<file path="config.mk">
export PLATFORM = sky130hd
export DESIGN_NAME = cmcs_control_select
export DESIGN_NICKNAME = d
export VERILOG_FILES = /design/src/cmcs_pkg.sv /design/src/cmcs_serial_rx.sv /design/src/cmcs_control_select.sv
export SDC_FILE = /design/constraint.sdc
export NUM_CORES = 1
export LEC_CHECK = 0
export BUFFER_PORTS_ARGS = -buffer_cell sky130_fd_sc_hd__buf_2
export CAP_MARGIN = 20
export CORE_UTILIZATION = 45
export CTS_CLUSTER_SIZE = 25
export DETAILED_ROUTE_END_ITERATION = 8
export HOLD_SLACK_MARGIN = 0.02
export PLACE_DENSITY = 0.72
export SYNTH_ARGS = -nofsm -noshare
export SYNTH_HDL_FRONTEND = slang
export SYNTH_SLANG_ARGS = --single-unit
export TNS_END_PERCENT = 30
</file>
<file path="constraint.sdc">
create_clock -name core_clk -period 2.8 [get_ports core_clk]
set_input_delay 0.56 -clock core_clk [delete_from_list [all_inputs] [get_ports core_clk]]
set_output_delay 0.56 -clock core_clk [all_outputs]
set_load 0.01 [all_outputs]
</file>
<file path="src/cmcs_pkg.sv">
// Purpose: Shared constants for the control mode and configuration select block
// Assumes: Serial frames are 32 bits, MSB first, with a 12-bit header
// Notes: Register offsets are the 4-bit serial addresses
package cmcs_pkg;

    // ----------------------------------------
    // Register addresses
    // ----------------------------------------
    localparam logic [3:0] CMCS_ADDR_CAL = 4'h0;
    localparam logic [3:0] CMCS_ADDR_OUT_FMT = 4'h1;
    localparam logic [3:0] CMCS_ADDR_I_OFS = 4'h2;
    localparam logic [3:0] CMCS_ADDR_I_RNG = 4'h3;
    localparam logic [3:0] CMCS_ADDR_EXT_CFG = 4'h9;
    localparam logic [3:0] CMCS_ADDR_Q_OFS = 4'hA;
    localparam logic [3:0] CMCS_ADDR_Q_RNG = 4'hB;
    localparam logic [3:0] CMCS_ADDR_PH_FINE = 4'hE;
    localparam logic [3:0] CMCS_ADDR_PH_CM = 4'hF;

    // ----------------------------------------
    // Field positions
    // ----------------------------------------
    localparam int CMCS_CAL_BIT = 15;
    localparam int CMCS_SECOND_CLK_N_BIT = 13;
    localparam int CMCS_DCP_BIT = 11;
    localparam int CMCS_DDR_N_BIT = 10;
    localparam int CMCS_SWING_BIT = 9;
    localparam int CMCS_OED_BIT = 8;
    localparam int CMCS_TPO_BIT = 15;
    localparam int CMCS_RTD_BIT = 14;
    localparam int CMCS_DES_BIT = 13;
    localparam int CMCS_DES_Q_BIT = 12;
    localparam int CMCS_ADJ_MSB = 15;
    localparam int CMCS_ADJ_LSB = 7;
    localparam int CMCS_FINE_LSB = 8;

    // ----------------------------------------
    // Reset values
    // ----------------------------------------
    localparam logic [15:0] CMCS_OUT_FMT_RST = 16'hB2FF;
    localparam logic [15:0] CMCS_OFS_RST = 16'h007F;
    localparam logic [15:0] CMCS_RNG_RST = 16'h807F;
    localparam logic [15:0] CMCS_EXT_CFG_RST = 16'h03FF;
    localparam logic [15:0] CMCS_PH_FINE_RST = 16'h00FF;
    localparam logic [15:0] CMCS_PH_CM_RST = 16'h007F;
    localparam logic [8:0] CMCS_FSR_MID_CODE = 9'h100;

    // ----------------------------------------
    // Serial frame and timing
    // ----------------------------------------
    localparam logic [11:0] CMCS_FRAME_HEADER = 12'h001;
    localparam logic [5:0] CMCS_FRAME_LAST_BIT = 6'h1F;
    localparam logic [2:0] CMCS_MODE_SETTLE_CYCLES = 3'h4;

    // ----------------------------------------
    // Synchronised pin vector layout
    // ----------------------------------------
    localparam int CMCS_PIN_COUNT = 12;
    localparam int CMCS_P_MODE = 0;
    localparam int CMCS_P_MODE_FLT = 1;
    localparam int CMCS_P_DES = 2;
    localparam int CMCS_P_DES_FLT = 3;
    localparam int CMCS_P_RNG = 4;
    localparam int CMCS_P_RNG_FLT = 5;
    localparam int CMCS_P_EDGE = 6;
    localparam int CMCS_P_EDGE_FLT = 7;
    localparam int CMCS_P_SWING = 8;
    localparam int CMCS_P_SCS_N = 9;
    localparam int CMCS_P_SCLK = 10;
    localparam int CMCS_P_SDATA = 11;

endpackage : cmcs_pkg

</file>
<file path="src/cmcs_serial_rx.sv">
// Purpose: Collect 32-bit serial register frames into write strobes
// Assumes: Inputs are already synchronised to core_clk
// Notes: Back-to-back frames need no chip select release
`timescale 1ns/1ns
module cmcs_serial_rx (
    input wire logic core_clk,
    input wire logic rst_n,
    input wire logic enable,
    input wire logic scs_n,
    input wire logic sclk_rise,
    input wire logic sdata,
    output logic wr_stb,
    output logic [3:0] wr_addr,
    output logic [15:0] wr_data
);

    // ----------------------------------------
    // Shift and count
    // ----------------------------------------
    logic [31:0] shift_reg;
    logic [31:0] shift_next;
    logic [5:0] cnt_reg;
    logic [5:0] cnt_next;
    logic take_bit;
    logic frame_done;
    logic header_ok;

    assign take_bit = enable & ~scs_n & sclk_rise;
    assign shift_next = {shift_reg[30:0], sdata};
    assign frame_done = take_bit & (cnt_reg == cmcs_pkg::CMCS_FRAME_LAST_BIT);
    // A bad header drops the frame; the count still realigns
    assign header_ok = (shift_next[31:20] == cmcs_pkg::CMCS_FRAME_HEADER);
    assign cnt_next = frame_done ? 6'h00 : (take_bit ? cnt_reg + 6'h01 : cnt_reg);

    always_ff @(posedge core_clk) begin
        if (!rst_n || !enable || scs_n) begin
            cnt_reg <= 6'h00;
            shift_reg <= 32'h0000_0000;
        end else begin
            cnt_reg <= cnt_next;
            shift_reg <= take_bit ? shift_next : shift_reg;
        end
    end

    always_ff @(posedge core_clk) begin
        if (!rst_n) begin
            wr_stb <= 1'b0;
            wr_addr <= 4'h0;
            wr_data <= 16'h0000;
        end else begin
            wr_stb <= frame_done & header_ok;
            if (frame_done) begin
                wr_addr <= shift_next[19:16];
                wr_data <= shift_next[15:0];
            end
        end
    end

endmodule : cmcs_serial_rx

</file>
<file path="src/cmcs_control_select.sv">
// Purpose: Choose pin-driven or register-driven control of converter features
// Assumes: Pin float detection is done by board or pad logic outside
// Notes: Mode is sampled once after reset and then held
//
// Notes on behaviour
// RULE_01: Mode-select pin low selects extended register control; high selects standard pin control.
// RULE_02: Mode pin floating, dual-edge pin floating or high, range pin floating: extended.
// RULE_03: Host fixes the control mode before operation and never switches it live.
// RULE_04: Double rate from output-edge pin float in standard, config bit 10 in extended.
// RULE_05: Double-rate clock phase is zero in standard, config bit 11 in extended.
// RULE_06: Single-rate data edge follows output-edge pin in standard, config bit 8 extended.
// RULE_07: Output swing follows swing pin in standard, config bit 9 in extended.
// RULE_08: Calibration delay short with delay pin low, longer with it high.
// RULE_09: Range from pin for both channels in standard; registers 3h, Bh in extended.
// RULE_10: No offset adjust in standard; registers 2h and Ah bits 15:7 in extended.
// RULE_11: Dual-edge sampling from pin float in standard, bit 13 of 9h extended.
// RULE_12: Dual-edge uses I input in standard; I or Q selectable in extended.
// RULE_13: Test pattern bit 15 of 9h drives outputs; none in standard mode.
// RULE_14: Trim-disable bit keeps data clocks running continuously; none in standard mode.
// RULE_15: Extended double rate: bit 8 high non-demultiplexed, low one-to-two demultiplexed.
// RULE_16: Second-clock bit 13 low turns out-of-range pair into second clock copy.
// RULE_17: Sample clock phase adjust only extended, from Fh bits 15:7, Eh 15:8.
// RULE_18: Reset defaults: double rate, zero phase, high swing, short delay, mid range.
// RULE_19: Reset defaults: no dual-edge, no pattern, trim on, demux, no second clock.
// RULE_20: Register contents are ignored entirely in standard control mode.
// RULE_21: Bit 8 picks data edge in single rate and demux mode in double rate.
// RULE_22: Mode pins are sampled once after reset and the choice is held.
`timescale 1ns/1ns
module cmcs_control_select (
    input wire logic core_clk,
    input wire logic rst_n,
    input wire logic mode_pin_level,
    input wire logic mode_pin_float,
    input wire logic des_delay_pin_level,
    input wire logic des_delay_pin_float,
    input wire logic range_pin_level,
    input wire logic range_pin_float,
    input wire logic output_edge_pin,
    input wire logic output_edge_pin_float,
    input wire logic output_swing_pin,
    input wire logic serial_cs_n,
    input wire logic serial_clk,
    input wire logic serial_data,
    output logic mode_valid,
    output logic extended_mode,
    output logic ddr_enable,
    output logic ddr_clock_phase_sel,
    output logic sdr_edge_rising,
    output logic demux_one_to_two,
    output logic output_swing_sel,
    output logic cal_delay_long,
    output logic fsr_reduced,
    output logic [8:0] fsr_i_code,
    output logic [8:0] fsr_q_code,
    output logic [8:0] offset_i_code,
    output logic [8:0] offset_q_code,
    output logic des_enable,
    output logic des_q_input_sel,
    output logic test_pattern_en,
    output logic trim_off_clock_keep,
    output logic second_clock_out_n,
    output logic [8:0] phase_coarse_mid,
    output logic [7:0] phase_fine,
    output logic cal_request
);

    // ----------------------------------------
    // Pin synchronisers
    // ----------------------------------------
    logic [cmcs_pkg::CMCS_PIN_COUNT-1:0] pin_raw;
    logic [cmcs_pkg::CMCS_PIN_COUNT-1:0] pin_meta_reg;
    logic [cmcs_pkg::CMCS_PIN_COUNT-1:0] pin_sync_reg;

    logic sclk_prev_reg;
    logic sclk_rise;

    assign pin_raw = {serial_data, serial_clk, serial_cs_n, output_swing_pin,
                      output_edge_pin_float, output_edge_pin, range_pin_float, range_pin_level,
                      des_delay_pin_float, des_delay_pin_level, mode_pin_float, mode_pin_level};

    always_ff @(posedge core_clk) begin
        if (!rst_n) begin
            pin_meta_reg <= '0;
            pin_sync_reg <= '0;
            sclk_prev_reg <= 1'b0;
        end else begin
            pin_meta_reg <= pin_raw;
            pin_sync_reg <= pin_meta_reg;
            sclk_prev_reg <= pin_sync_reg[cmcs_pkg::CMCS_P_SCLK];
        end
    end

    assign sclk_rise = pin_sync_reg[cmcs_pkg::CMCS_P_SCLK] & ~sclk_prev_reg;

    // ----------------------------------------
    // Mode capture
    // ----------------------------------------
    logic [2:0] settle_reg;
    logic ext_mode_reg;
    logic mode_valid_reg;

    logic mode_low;
    logic alt_select;
    logic ext_decision;
    logic settled;

    assign mode_low = ~pin_sync_reg[cmcs_pkg::CMCS_P_MODE_FLT] & ~pin_sync_reg[cmcs_pkg::CMCS_P_MODE];
    assign alt_select = pin_sync_reg[cmcs_pkg::CMCS_P_MODE_FLT]
                        & (pin_sync_reg[cmcs_pkg::CMCS_P_DES_FLT] | pin_sync_reg[cmcs_pkg::CMCS_P_DES])
                        & pin_sync_reg[cmcs_pkg::CMCS_P_RNG_FLT];

    assign ext_decision = mode_low | alt_select; // RULE_01 RULE_02
    assign settled = (settle_reg == cmcs_pkg::CMCS_MODE_SETTLE_CYCLES);

    // Sampled once so a live pin change cannot flip control mid-run
    always_ff @(posedge core_clk) begin
        if (!rst_n) begin
            settle_reg <= 3'h0;
            ext_mode_reg <= 1'b0;
            mode_valid_reg <= 1'b0;
        end else if (!mode_valid_reg) begin
            settle_reg <= settled ? settle_reg : settle_reg + 3'h1;
            ext_mode_reg <= settled ? ext_decision : 1'b0; // RULE_22 RULE_03
            mode_valid_reg <= settled;
        end
    end

    // ----------------------------------------
    // Serial register writes
    // ----------------------------------------
    logic wr_stb;
    logic [3:0] wr_addr;
    logic [15:0] wr_data;

    // The serial port only listens in extended mode
    cmcs_serial_rx u_serial_rx (
        .core_clk(core_clk),
        .rst_n(rst_n),
        .enable(ext_mode_reg),
        .scs_n(pin_sync_reg[cmcs_pkg::CMCS_P_SCS_N]),
        .sclk_rise(sclk_rise),
        .sdata(pin_sync_reg[cmcs_pkg::CMCS_P_SDATA]),
        .wr_stb(wr_stb),
        .wr_addr(wr_addr),
        .wr_data(wr_data)
    );

    logic [15:0] out_fmt_reg;

    logic [15:0] i_ofs_reg;
    logic [15:0] i_rng_reg;

    logic [15:0] ext_cfg_reg;

    logic [15:0] q_ofs_reg;
    logic [15:0] q_rng_reg;

    logic [15:0] ph_fine_reg;
    logic [15:0] ph_cm_reg;

    always_ff @(posedge core_clk) begin
        if (!rst_n) begin
            out_fmt_reg <= cmcs_pkg::CMCS_OUT_FMT_RST; // RULE_18 RULE_19
            i_ofs_reg <= cmcs_pkg::CMCS_OFS_RST;
            i_rng_reg <= cmcs_pkg::CMCS_RNG_RST;
            ext_cfg_reg <= cmcs_pkg::CMCS_EXT_CFG_RST; // RULE_19
            q_ofs_reg <= cmcs_pkg::CMCS_OFS_RST;
            q_rng_reg <= cmcs_pkg::CMCS_RNG_RST;
            ph_fine_reg <= cmcs_pkg::CMCS_PH_FINE_RST;
            ph_cm_reg <= cmcs_pkg::CMCS_PH_CM_RST;
        end else if (wr_stb) begin
            case (wr_addr)
                cmcs_pkg::CMCS_ADDR_OUT_FMT: out_fmt_reg <= wr_data;
                cmcs_pkg::CMCS_ADDR_I_OFS: i_ofs_reg <= wr_data;
                cmcs_pkg::CMCS_ADDR_I_RNG: i_rng_reg <= wr_data;
                cmcs_pkg::CMCS_ADDR_EXT_CFG: ext_cfg_reg <= wr_data;
                cmcs_pkg::CMCS_ADDR_Q_OFS: q_ofs_reg <= wr_data;
                cmcs_pkg::CMCS_ADDR_Q_RNG: q_rng_reg <= wr_data;
                cmcs_pkg::CMCS_ADDR_PH_FINE: ph_fine_reg <= wr_data;
                cmcs_pkg::CMCS_ADDR_PH_CM: ph_cm_reg <= wr_data;
                default: ;
            endcase
        end
    end

    // ----------------------------------------
    // Feature selection
    // ----------------------------------------
    logic ext;

    logic ddr_sel;
    logic phase_sel;
    logic edge_sel;
    logic demux_sel;
    logic swing_sel;

    logic delay_sel;
    logic reduced_sel;
    logic [8:0] fsr_i_sel;
    logic [8:0] fsr_q_sel;

    logic [8:0] ofs_i_sel;
    logic [8:0] ofs_q_sel;

    logic des_sel;
    logic des_q_sel;
    logic tpo_sel;
    logic rtd_sel;
    logic sd_n_sel;

    logic [8:0] cm_sel;
    logic [7:0] fine_sel;

    logic cal_sel;

    // Standard mode gates every register field off
    assign ext = ext_mode_reg; // RULE_20

    assign ddr_sel = ext ? ~out_fmt_reg[cmcs_pkg::CMCS_DDR_N_BIT]
                         : pin_sync_reg[cmcs_pkg::CMCS_P_EDGE_FLT]; // RULE_04
    assign phase_sel = ext & ddr_sel & out_fmt_reg[cmcs_pkg::CMCS_DCP_BIT]; // RULE_05
    assign edge_sel = ~ddr_sel & (ext ? out_fmt_reg[cmcs_pkg::CMCS_OED_BIT]
                                      : pin_sync_reg[cmcs_pkg::CMCS_P_EDGE]); // RULE_06 RULE_21
    assign demux_sel = ~(ext & ddr_sel & out_fmt_reg[cmcs_pkg::CMCS_OED_BIT]); // RULE_15 RULE_21

    assign swing_sel = ext ? out_fmt_reg[cmcs_pkg::CMCS_SWING_BIT]
                           : pin_sync_reg[cmcs_pkg::CMCS_P_SWING]; // RULE_07

    // Floating means dual-edge, so only a driven high asks for the long delay
    assign delay_sel = pin_sync_reg[cmcs_pkg::CMCS_P_DES] & ~pin_sync_reg[cmcs_pkg::CMCS_P_DES_FLT]; // RULE_08
    assign reduced_sel = ~ext & ~pin_sync_reg[cmcs_pkg::CMCS_P_RNG]; // RULE_09
    assign fsr_i_sel = ext ? i_rng_reg[cmcs_pkg::CMCS_ADJ_MSB:cmcs_pkg::CMCS_ADJ_LSB]
                           : cmcs_pkg::CMCS_FSR_MID_CODE; // RULE_09
    assign fsr_q_sel = ext ? q_rng_reg[cmcs_pkg::CMCS_ADJ_MSB:cmcs_pkg::CMCS_ADJ_LSB]
                           : cmcs_pkg::CMCS_FSR_MID_CODE; // RULE_09

    assign ofs_i_sel = ext ? i_ofs_reg[cmcs_pkg::CMCS_ADJ_MSB:cmcs_pkg::CMCS_ADJ_LSB] : 9'h000; // RULE_10
    assign ofs_q_sel = ext ? q_ofs_reg[cmcs_pkg::CMCS_ADJ_MSB:cmcs_pkg::CMCS_ADJ_LSB] : 9'h000; // RULE_10

    assign des_sel = ext ? ext_cfg_reg[cmcs_pkg::CMCS_DES_BIT]
                         : pin_sync_reg[cmcs_pkg::CMCS_P_DES_FLT]; // RULE_11
    assign des_q_sel = ext & des_sel & ext_cfg_reg[cmcs_pkg::CMCS_DES_Q_BIT]; // RULE_12

    assign tpo_sel = ext & ext_cfg_reg[cmcs_pkg::CMCS_TPO_BIT]; // RULE_13
    assign rtd_sel = ext & ext_cfg_reg[cmcs_pkg::CMCS_RTD_BIT]; // RULE_14
    assign sd_n_sel = ~ext | out_fmt_reg[cmcs_pkg::CMCS_SECOND_CLK_N_BIT]; // RULE_16

    assign cm_sel = ext ? ph_cm_reg[cmcs_pkg::CMCS_ADJ_MSB:cmcs_pkg::CMCS_ADJ_LSB] : 9'h000; // RULE_17
    assign fine_sel = ext ? ph_fine_reg[cmcs_pkg::CMCS_ADJ_MSB:cmcs_pkg::CMCS_FINE_LSB] : 8'h00; // RULE_17

    assign cal_sel = wr_stb & (wr_addr == cmcs_pkg::CMCS_ADDR_CAL) & wr_data[cmcs_pkg::CMCS_CAL_BIT];

    // ----------------------------------------
    // Registered outputs
    // ----------------------------------------
    always_ff @(posedge core_clk) begin
        if (!rst_n) begin
            mode_valid <= 1'b0;
            extended_mode <= 1'b0;
            ddr_enable <= 1'b0;
            ddr_clock_phase_sel <= 1'b0;
            sdr_edge_rising <= 1'b0;
            demux_one_to_two <= 1'b1;
            output_swing_sel <= 1'b1;
            cal_delay_long <= 1'b0;
            fsr_reduced <= 1'b0;
            fsr_i_code <= cmcs_pkg::CMCS_FSR_MID_CODE;
            fsr_q_code <= cmcs_pkg::CMCS_FSR_MID_CODE;
            offset_i_code <= 9'h000;
            offset_q_code <= 9'h000;
            des_enable <= 1'b0;
            des_q_input_sel <= 1'b0;
            test_pattern_en <= 1'b0;
            trim_off_clock_keep <= 1'b0;
            second_clock_out_n <= 1'b1;
            phase_coarse_mid <= 9'h000;
            phase_fine <= 8'h00;
            cal_request <= 1'b0;
        end else begin
            mode_valid <= mode_valid_reg;
            extended_mode <= ext;
            ddr_enable <= ddr_sel;
            ddr_clock_phase_sel <= phase_sel;
            sdr_edge_rising <= edge_sel;
            demux_one_to_two <= demux_sel;
            output_swing_sel <= swing_sel;
            cal_delay_long <= delay_sel;
            fsr_reduced <= reduced_sel;
            fsr_i_code <= fsr_i_sel;
            fsr_q_code <= fsr_q_sel;
            offset_i_code <= ofs_i_sel;
            offset_q_code <= ofs_q_sel;
            des_enable <= des_sel;
            des_q_input_sel <= des_q_sel;
            test_pattern_en <= tpo_sel;
            trim_off_clock_keep <= rtd_sel;
            second_clock_out_n <= sd_n_sel;
            phase_coarse_mid <= cm_sel;
            phase_fine <= fine_sel;
            cal_request <= cal_sel;
        end
    end

endmodule : cmcs_control_select

</file>
# After elaboration in Yosys (flattened, before gate mapping)
# Cells that the tools add are included.
[classes]
n_bitwise = 35
n_mux = 6
addsub = 2
eq_ne = 11
n_reduce_logical = 16
[ops]
columns = ["cell", "n"]
rows = [
  ["$and 1x1->1", 20],
  ["$eq 4x4->1 const B", 5],
  ["$reduce_and 2->1", 10],
  ["$eq 12x1->1 const B", 1],
  ["$not 1->1", 12],
  ["$eq 4x2->1 const B", 2],
  ["$add 6x1->6 const B", 1],
  ["$eq 6x5->1 const B", 1],
  ["$mux 1", 6],
  ["$eq 4x1->1 const B", 1],
  ["$logic_not 4->1", 1],
  ["$add 3x1->3 const B", 1],
  ["$eq 3x3->1 const B", 1],
  ["$or 1x1->1", 3],
  ["$logic_not 1->1", 2],
  ["$logic_or 1x1->1", 2],
  ["$reduce_or 2->1", 1],
]
[totals]
in_bits = 14
reg_bits = 282
word_cells = 110
out_inout_bits = 68

# Depth between registers and ports, before layout
[depth]
word_depth = 5
depth_mapped = 7
mapped_depth_nobuf = 5

# Cells and area by module
# From an unflattened synthesis, not the netlist that was laid out.
[hier_totals]
hier_cells = 658
hier_area_um2 = 7272.0
[by_module_without_submodules]
columns = ["mod", "seq_area_each_um2", "area_each_um2", "cells_per_inst", "n_inst"]
rows = [
  ["cmcs_control_select", 3203.1, 5079.9, 457, 1],
  ["cmcs_serial_rx", 1161.1, 2192.1, 201, 1],
]

# Worst setup path after synthesis
# No wires, ideal clock.
[synth_timing]
path_kind = "input to register"
startpoint = "input port rst_n"
endpoint = "register u_serial_rx.shift_reg[10]"
path_slack_ns = 1.222
setup_time_ns = 0.132
path_buffers = 3
t_required_ns = 2.668
arrival_ns = 1.446
cell_stages = 7
cell_sequence = "buf_2 -> nand2_1 -> inv_1 -> nand2b_1 -> buf_2 -> clkbuf_1 -> a21oi_1"
[synth_between]
elab_chain_len = 3
[synth_rtl]
columns = ["element", "line", "source"]
rows = [
  ["start: declaration", "cmcs_control_select.sv:31", "input wire logic rst_n,"],
  ["$logic_not 1->1", "cmcs_serial_rx.sv:36", "if (!rst_n || !enable || scs_n) begin"],
  ["$logic_or 1x1->1 (2 in series)", "cmcs_serial_rx.sv:36", ""],
  ["end signal: assignment", "cmcs_serial_rx.sv:41", "shift_reg <= take_bit ? shift_next : shift_reg;"],
  ["end: declaration", "cmcs_serial_rx.sv:20", "logic [31:0] shift_reg;"],
]
# No other way between the ends.
# A chain may end at the register's enable or synchronous reset.

# Final worst setup path
[layout_timing]
startpoint = "register u_serial_rx.cnt_reg[0]"
endpoint = "register u_serial_rx.wr_data[13]"
[layout_between]
elab_chain_len = 2
[layout_rtl]
columns = ["element", "line", "source"]
rows = [
  ["start: declaration", "cmcs_serial_rx.sv:22", "logic [5:0] cnt_reg;"],
  ["start signal: assignment", "cmcs_serial_rx.sv:40", "cnt_reg <= cnt_next;"],
  ["$eq 6x5->1", "cmcs_serial_rx.sv:30", "assign frame_done = take_bit & (cnt_reg == cmcs_pkg::CMCS_FRAME_LAST_BIT);"],
  ["$and 1x1->1", "cmcs_serial_rx.sv:30", ""],
  ["end signal: assignment", "cmcs_serial_rx.sv:54", "wr_data <= shift_next[15:0];"],
  ["end: declaration", "cmcs_serial_rx.sv:14", "output logic [15:0] wr_data"],
]
# No other way between the ends.

==> impl_metrics.toml <==
[run_status]
outcome = "complete, no violations"

[pwr]
vdd_ir_drop_max_v = 0.000421
power.density_nw_per_um2 = 734
p_leak_nw = 3.35

[logic_synthesis]
synth_top_flop_cell = "dfxtp_1"
synth_edf_count = 0
yosysWarnings = 0
synthTopCellsByArea = "dfxtp_1 (58%), a21boi_0 (5.6%), and3_1 (4.9%)"
ys_ff_latch = 211
synth.cells.most_frequent = "dfxtp_1 (211), nand2_1 (92), nand3_1 (69)"
ys_types = 45
netlist_instances = 766
synth-seq-area-share_pct = 57.7
yosysTopAreaCell = "dfxtp_1"
syn-cell-area_um2 = 7320
synth_top_area_share_pct = 57.7
synth_most_common_cell = "dfxtp_1"
async_flop_share_pct = 0
synth.avg_cell_area_um2 = 9.56
syn-num-nets = 783

[grt]
grt_pass1_vias = 4720
track_usage_pct = 17.5
antenna_found_initial = 0
grt_pass1_wl_mm = 23.8
overflow = 0
grt_max_degree = 181

[worst_setup_path]
critical_path.endpoint = "u_serial_rx.wr_data[13]$_SDFFE_PN0P_"
worstSetupPathType = "reg -> reg"
r2r_slack_ns = 1.00
cp.required_ns = 3.22
cp-end-kind = "register"
reg2reg_depth = 5
cp.arrival_ns = 2.22
startpoint_type = "register"
r2r_end = "u_serial_rx.wr_data[13]$_SDFFE_PN0P_"
cp_max_fo = 14
startpoint = "u_serial_rx.cnt_reg[0]$_SDFFE_PP0P_"
r2r_start = "u_serial_rx.cnt_reg[0]$_SDFFE_PP0P_"

[clock_network]
insertion_delay_ns = 0.49
ctsResizeCount = 0
root_buffer = "clkbuf_16"
cts_tree = "yes"
numCtsBuffers = 22
postCtsSetupRepairBufs = 0
cts_sinks = 211
path_clk_slew_ns = 0.06
clockBufferDepth = 3
hold_buffers = 0
h-tree-depth = 1

[sta]
fin_tns_setup_ns = 0
maxSlewViolCount = 0
fmax_mhz = 557
worst_pin_slew_ns = 0.912
setup_violations = 0
rsz0062_at_grt = "no"
finalCriticalPeriod_ns = 1.80
fin_skew_ns = 0.0136
relSlewSlack_pct = 39.1
fin_crit_sh_pct = 64.2
timing_hold_violations_final = 0

[floorplan]
core_um2 = 15900
die_x_um = 130
die_y_um = 130
io_pins = 82
num_rows = 46
die_area_um2 = 16800
start_util_pct = 46.1

[placement]
gp_congestion = 0.737
io_buffers = 81
dp_hpwl_mm = 8.42

[route]
drt_first_iter_violations = 467
routed_wl_mm = 14.3
dr_total_vias = 5235
ant_nets = 0
wl_per_cell_um = 13.7
viasPerCell = 5.04
dr.pass1.iters = 4
drc = 0

[layout]
nets = 826
drive_gt1_share_pct = 16.3
utilization_pct = 54.0
syn_to_final_growth_pct = 17.1
largest_register_ffs = 31
antenna_cells = 0

[hold_path]
hp-class = "in -> reg"

[flow_run]
maxCapViolCount = 0
cell families after synthesis:
group                    Yosys count  synth area share [%]
AO/OA/AOI/OAI                    165                  13.6
flip-flops                       211                  57.7
multiplexers                      18                  2.46
XOR/XNOR                           2                 0.239
adder cells (fa/ha/maj)            3                 0.513
AND/OR/NAND/NOR                  287                  20.8
buffers and inverters             80                  4.75
cell usage in the layout (no fill, tap or decap), drive strengths merged, types with 4 or more instances in the layout:
cell,netlist,final
a21boi,58,58
a21oi,35,35
and2,29,29
and3,57,57
buf,27,92
bufinv,0,4
clkbuf,46,31
dfxtp,211,211
inv,7,7
mux2i,18,18
nand2,92,92
nand2b,6,6
nand3,69,69
nor2b,6,6
nor3,4,4
nor3b,4,4
o21ai,65,65
worst min-delay path by stage:
stage,startpoint,to,depth (start not counted)
2_1_floorplan,pin_sync_reg[4]$_SDFF_PN0_,fsr_reduced$_SDFF_PN0_,1
3_3_place_gp,pin_sync_reg[4]$_SDFF_PN0_,fsr_reduced$_SDFF_PN0_,1
3_5_place_dp,pin_sync_reg[4]$_SDFF_PN0_,fsr_reduced$_SDFF_PN0_,1
4_1_cts,des_delay_pin_level,pin_meta_reg[2]$_SDFF_PN0_,2
5_1_grt,serial_cs_n,pin_meta_reg[9]$_SDFF_PN0_,2
6_report,des_delay_pin_level,pin_meta_reg[2]$_SDFF_PN0_,2
critical path, stage by stage (launching register included):
cell and delay [ns]:
dfxtp_1 0.37, ha_1 0.19, nand3_1 0.13, nor4_2 0.45
buf_4 0.36, mux2i_1 0.22
per-layer routing:
layer	up-vias	routed length, um	GRT usage [%]
met5	-	0	0
met4	0	354	4.92
met3	24	751	3.39
met2	129	6570	28.2
met1	2390	6600	23.9
li1	2692	-	-
final cells by class:
| class | instances | area (um^2) |
|---|---|---|
| Sequential cell | 211 | 4220 |
| Timing Repair Buffer | 92 | 503 |
| Clock inverter | 7 | 135 |
| Tap cell | 216 | 270 |
| Inverter | 7 | 26.3 |
| Fill cell | 1436 | 7310 |
| Clock buffer | 31 | 646 |
| Multi-Input combinational cell | 475 | 2770 |
per-stage QoR:
step | total power (W) | cell area (um^2) | hold WS (ns) | cells | worst slack [ns]
final | 0.00630 | 8580 | 0.279 | 1039 | 1.00
after global routing | 0.00653 | 8580 | 0.267 | 1039 | 0.845
after CTS | 0.00637 | 8580 | 0.260 | 1039 | 1.01
after detailed placement | 0.00330 | 7790 | 0.384 | 1001 | 1.02
after global placement | 0.00329 | 7790 | 0.386 | 1001 | 1.09
after floorplan | 0.00325 | 7320 | 0.372 | 766 | 1.22
where the power goes:
group	internal, W	total [W]	switching (W)
Combinational	0.0000742	0.000167	0.0000932
Sequential	0.00304	0.00306	0.0000202
Clock	0.00197	0.00307	0.00110
Total	0.00508	0.00630	0.00122
Power figures use the tool's default switching activity.
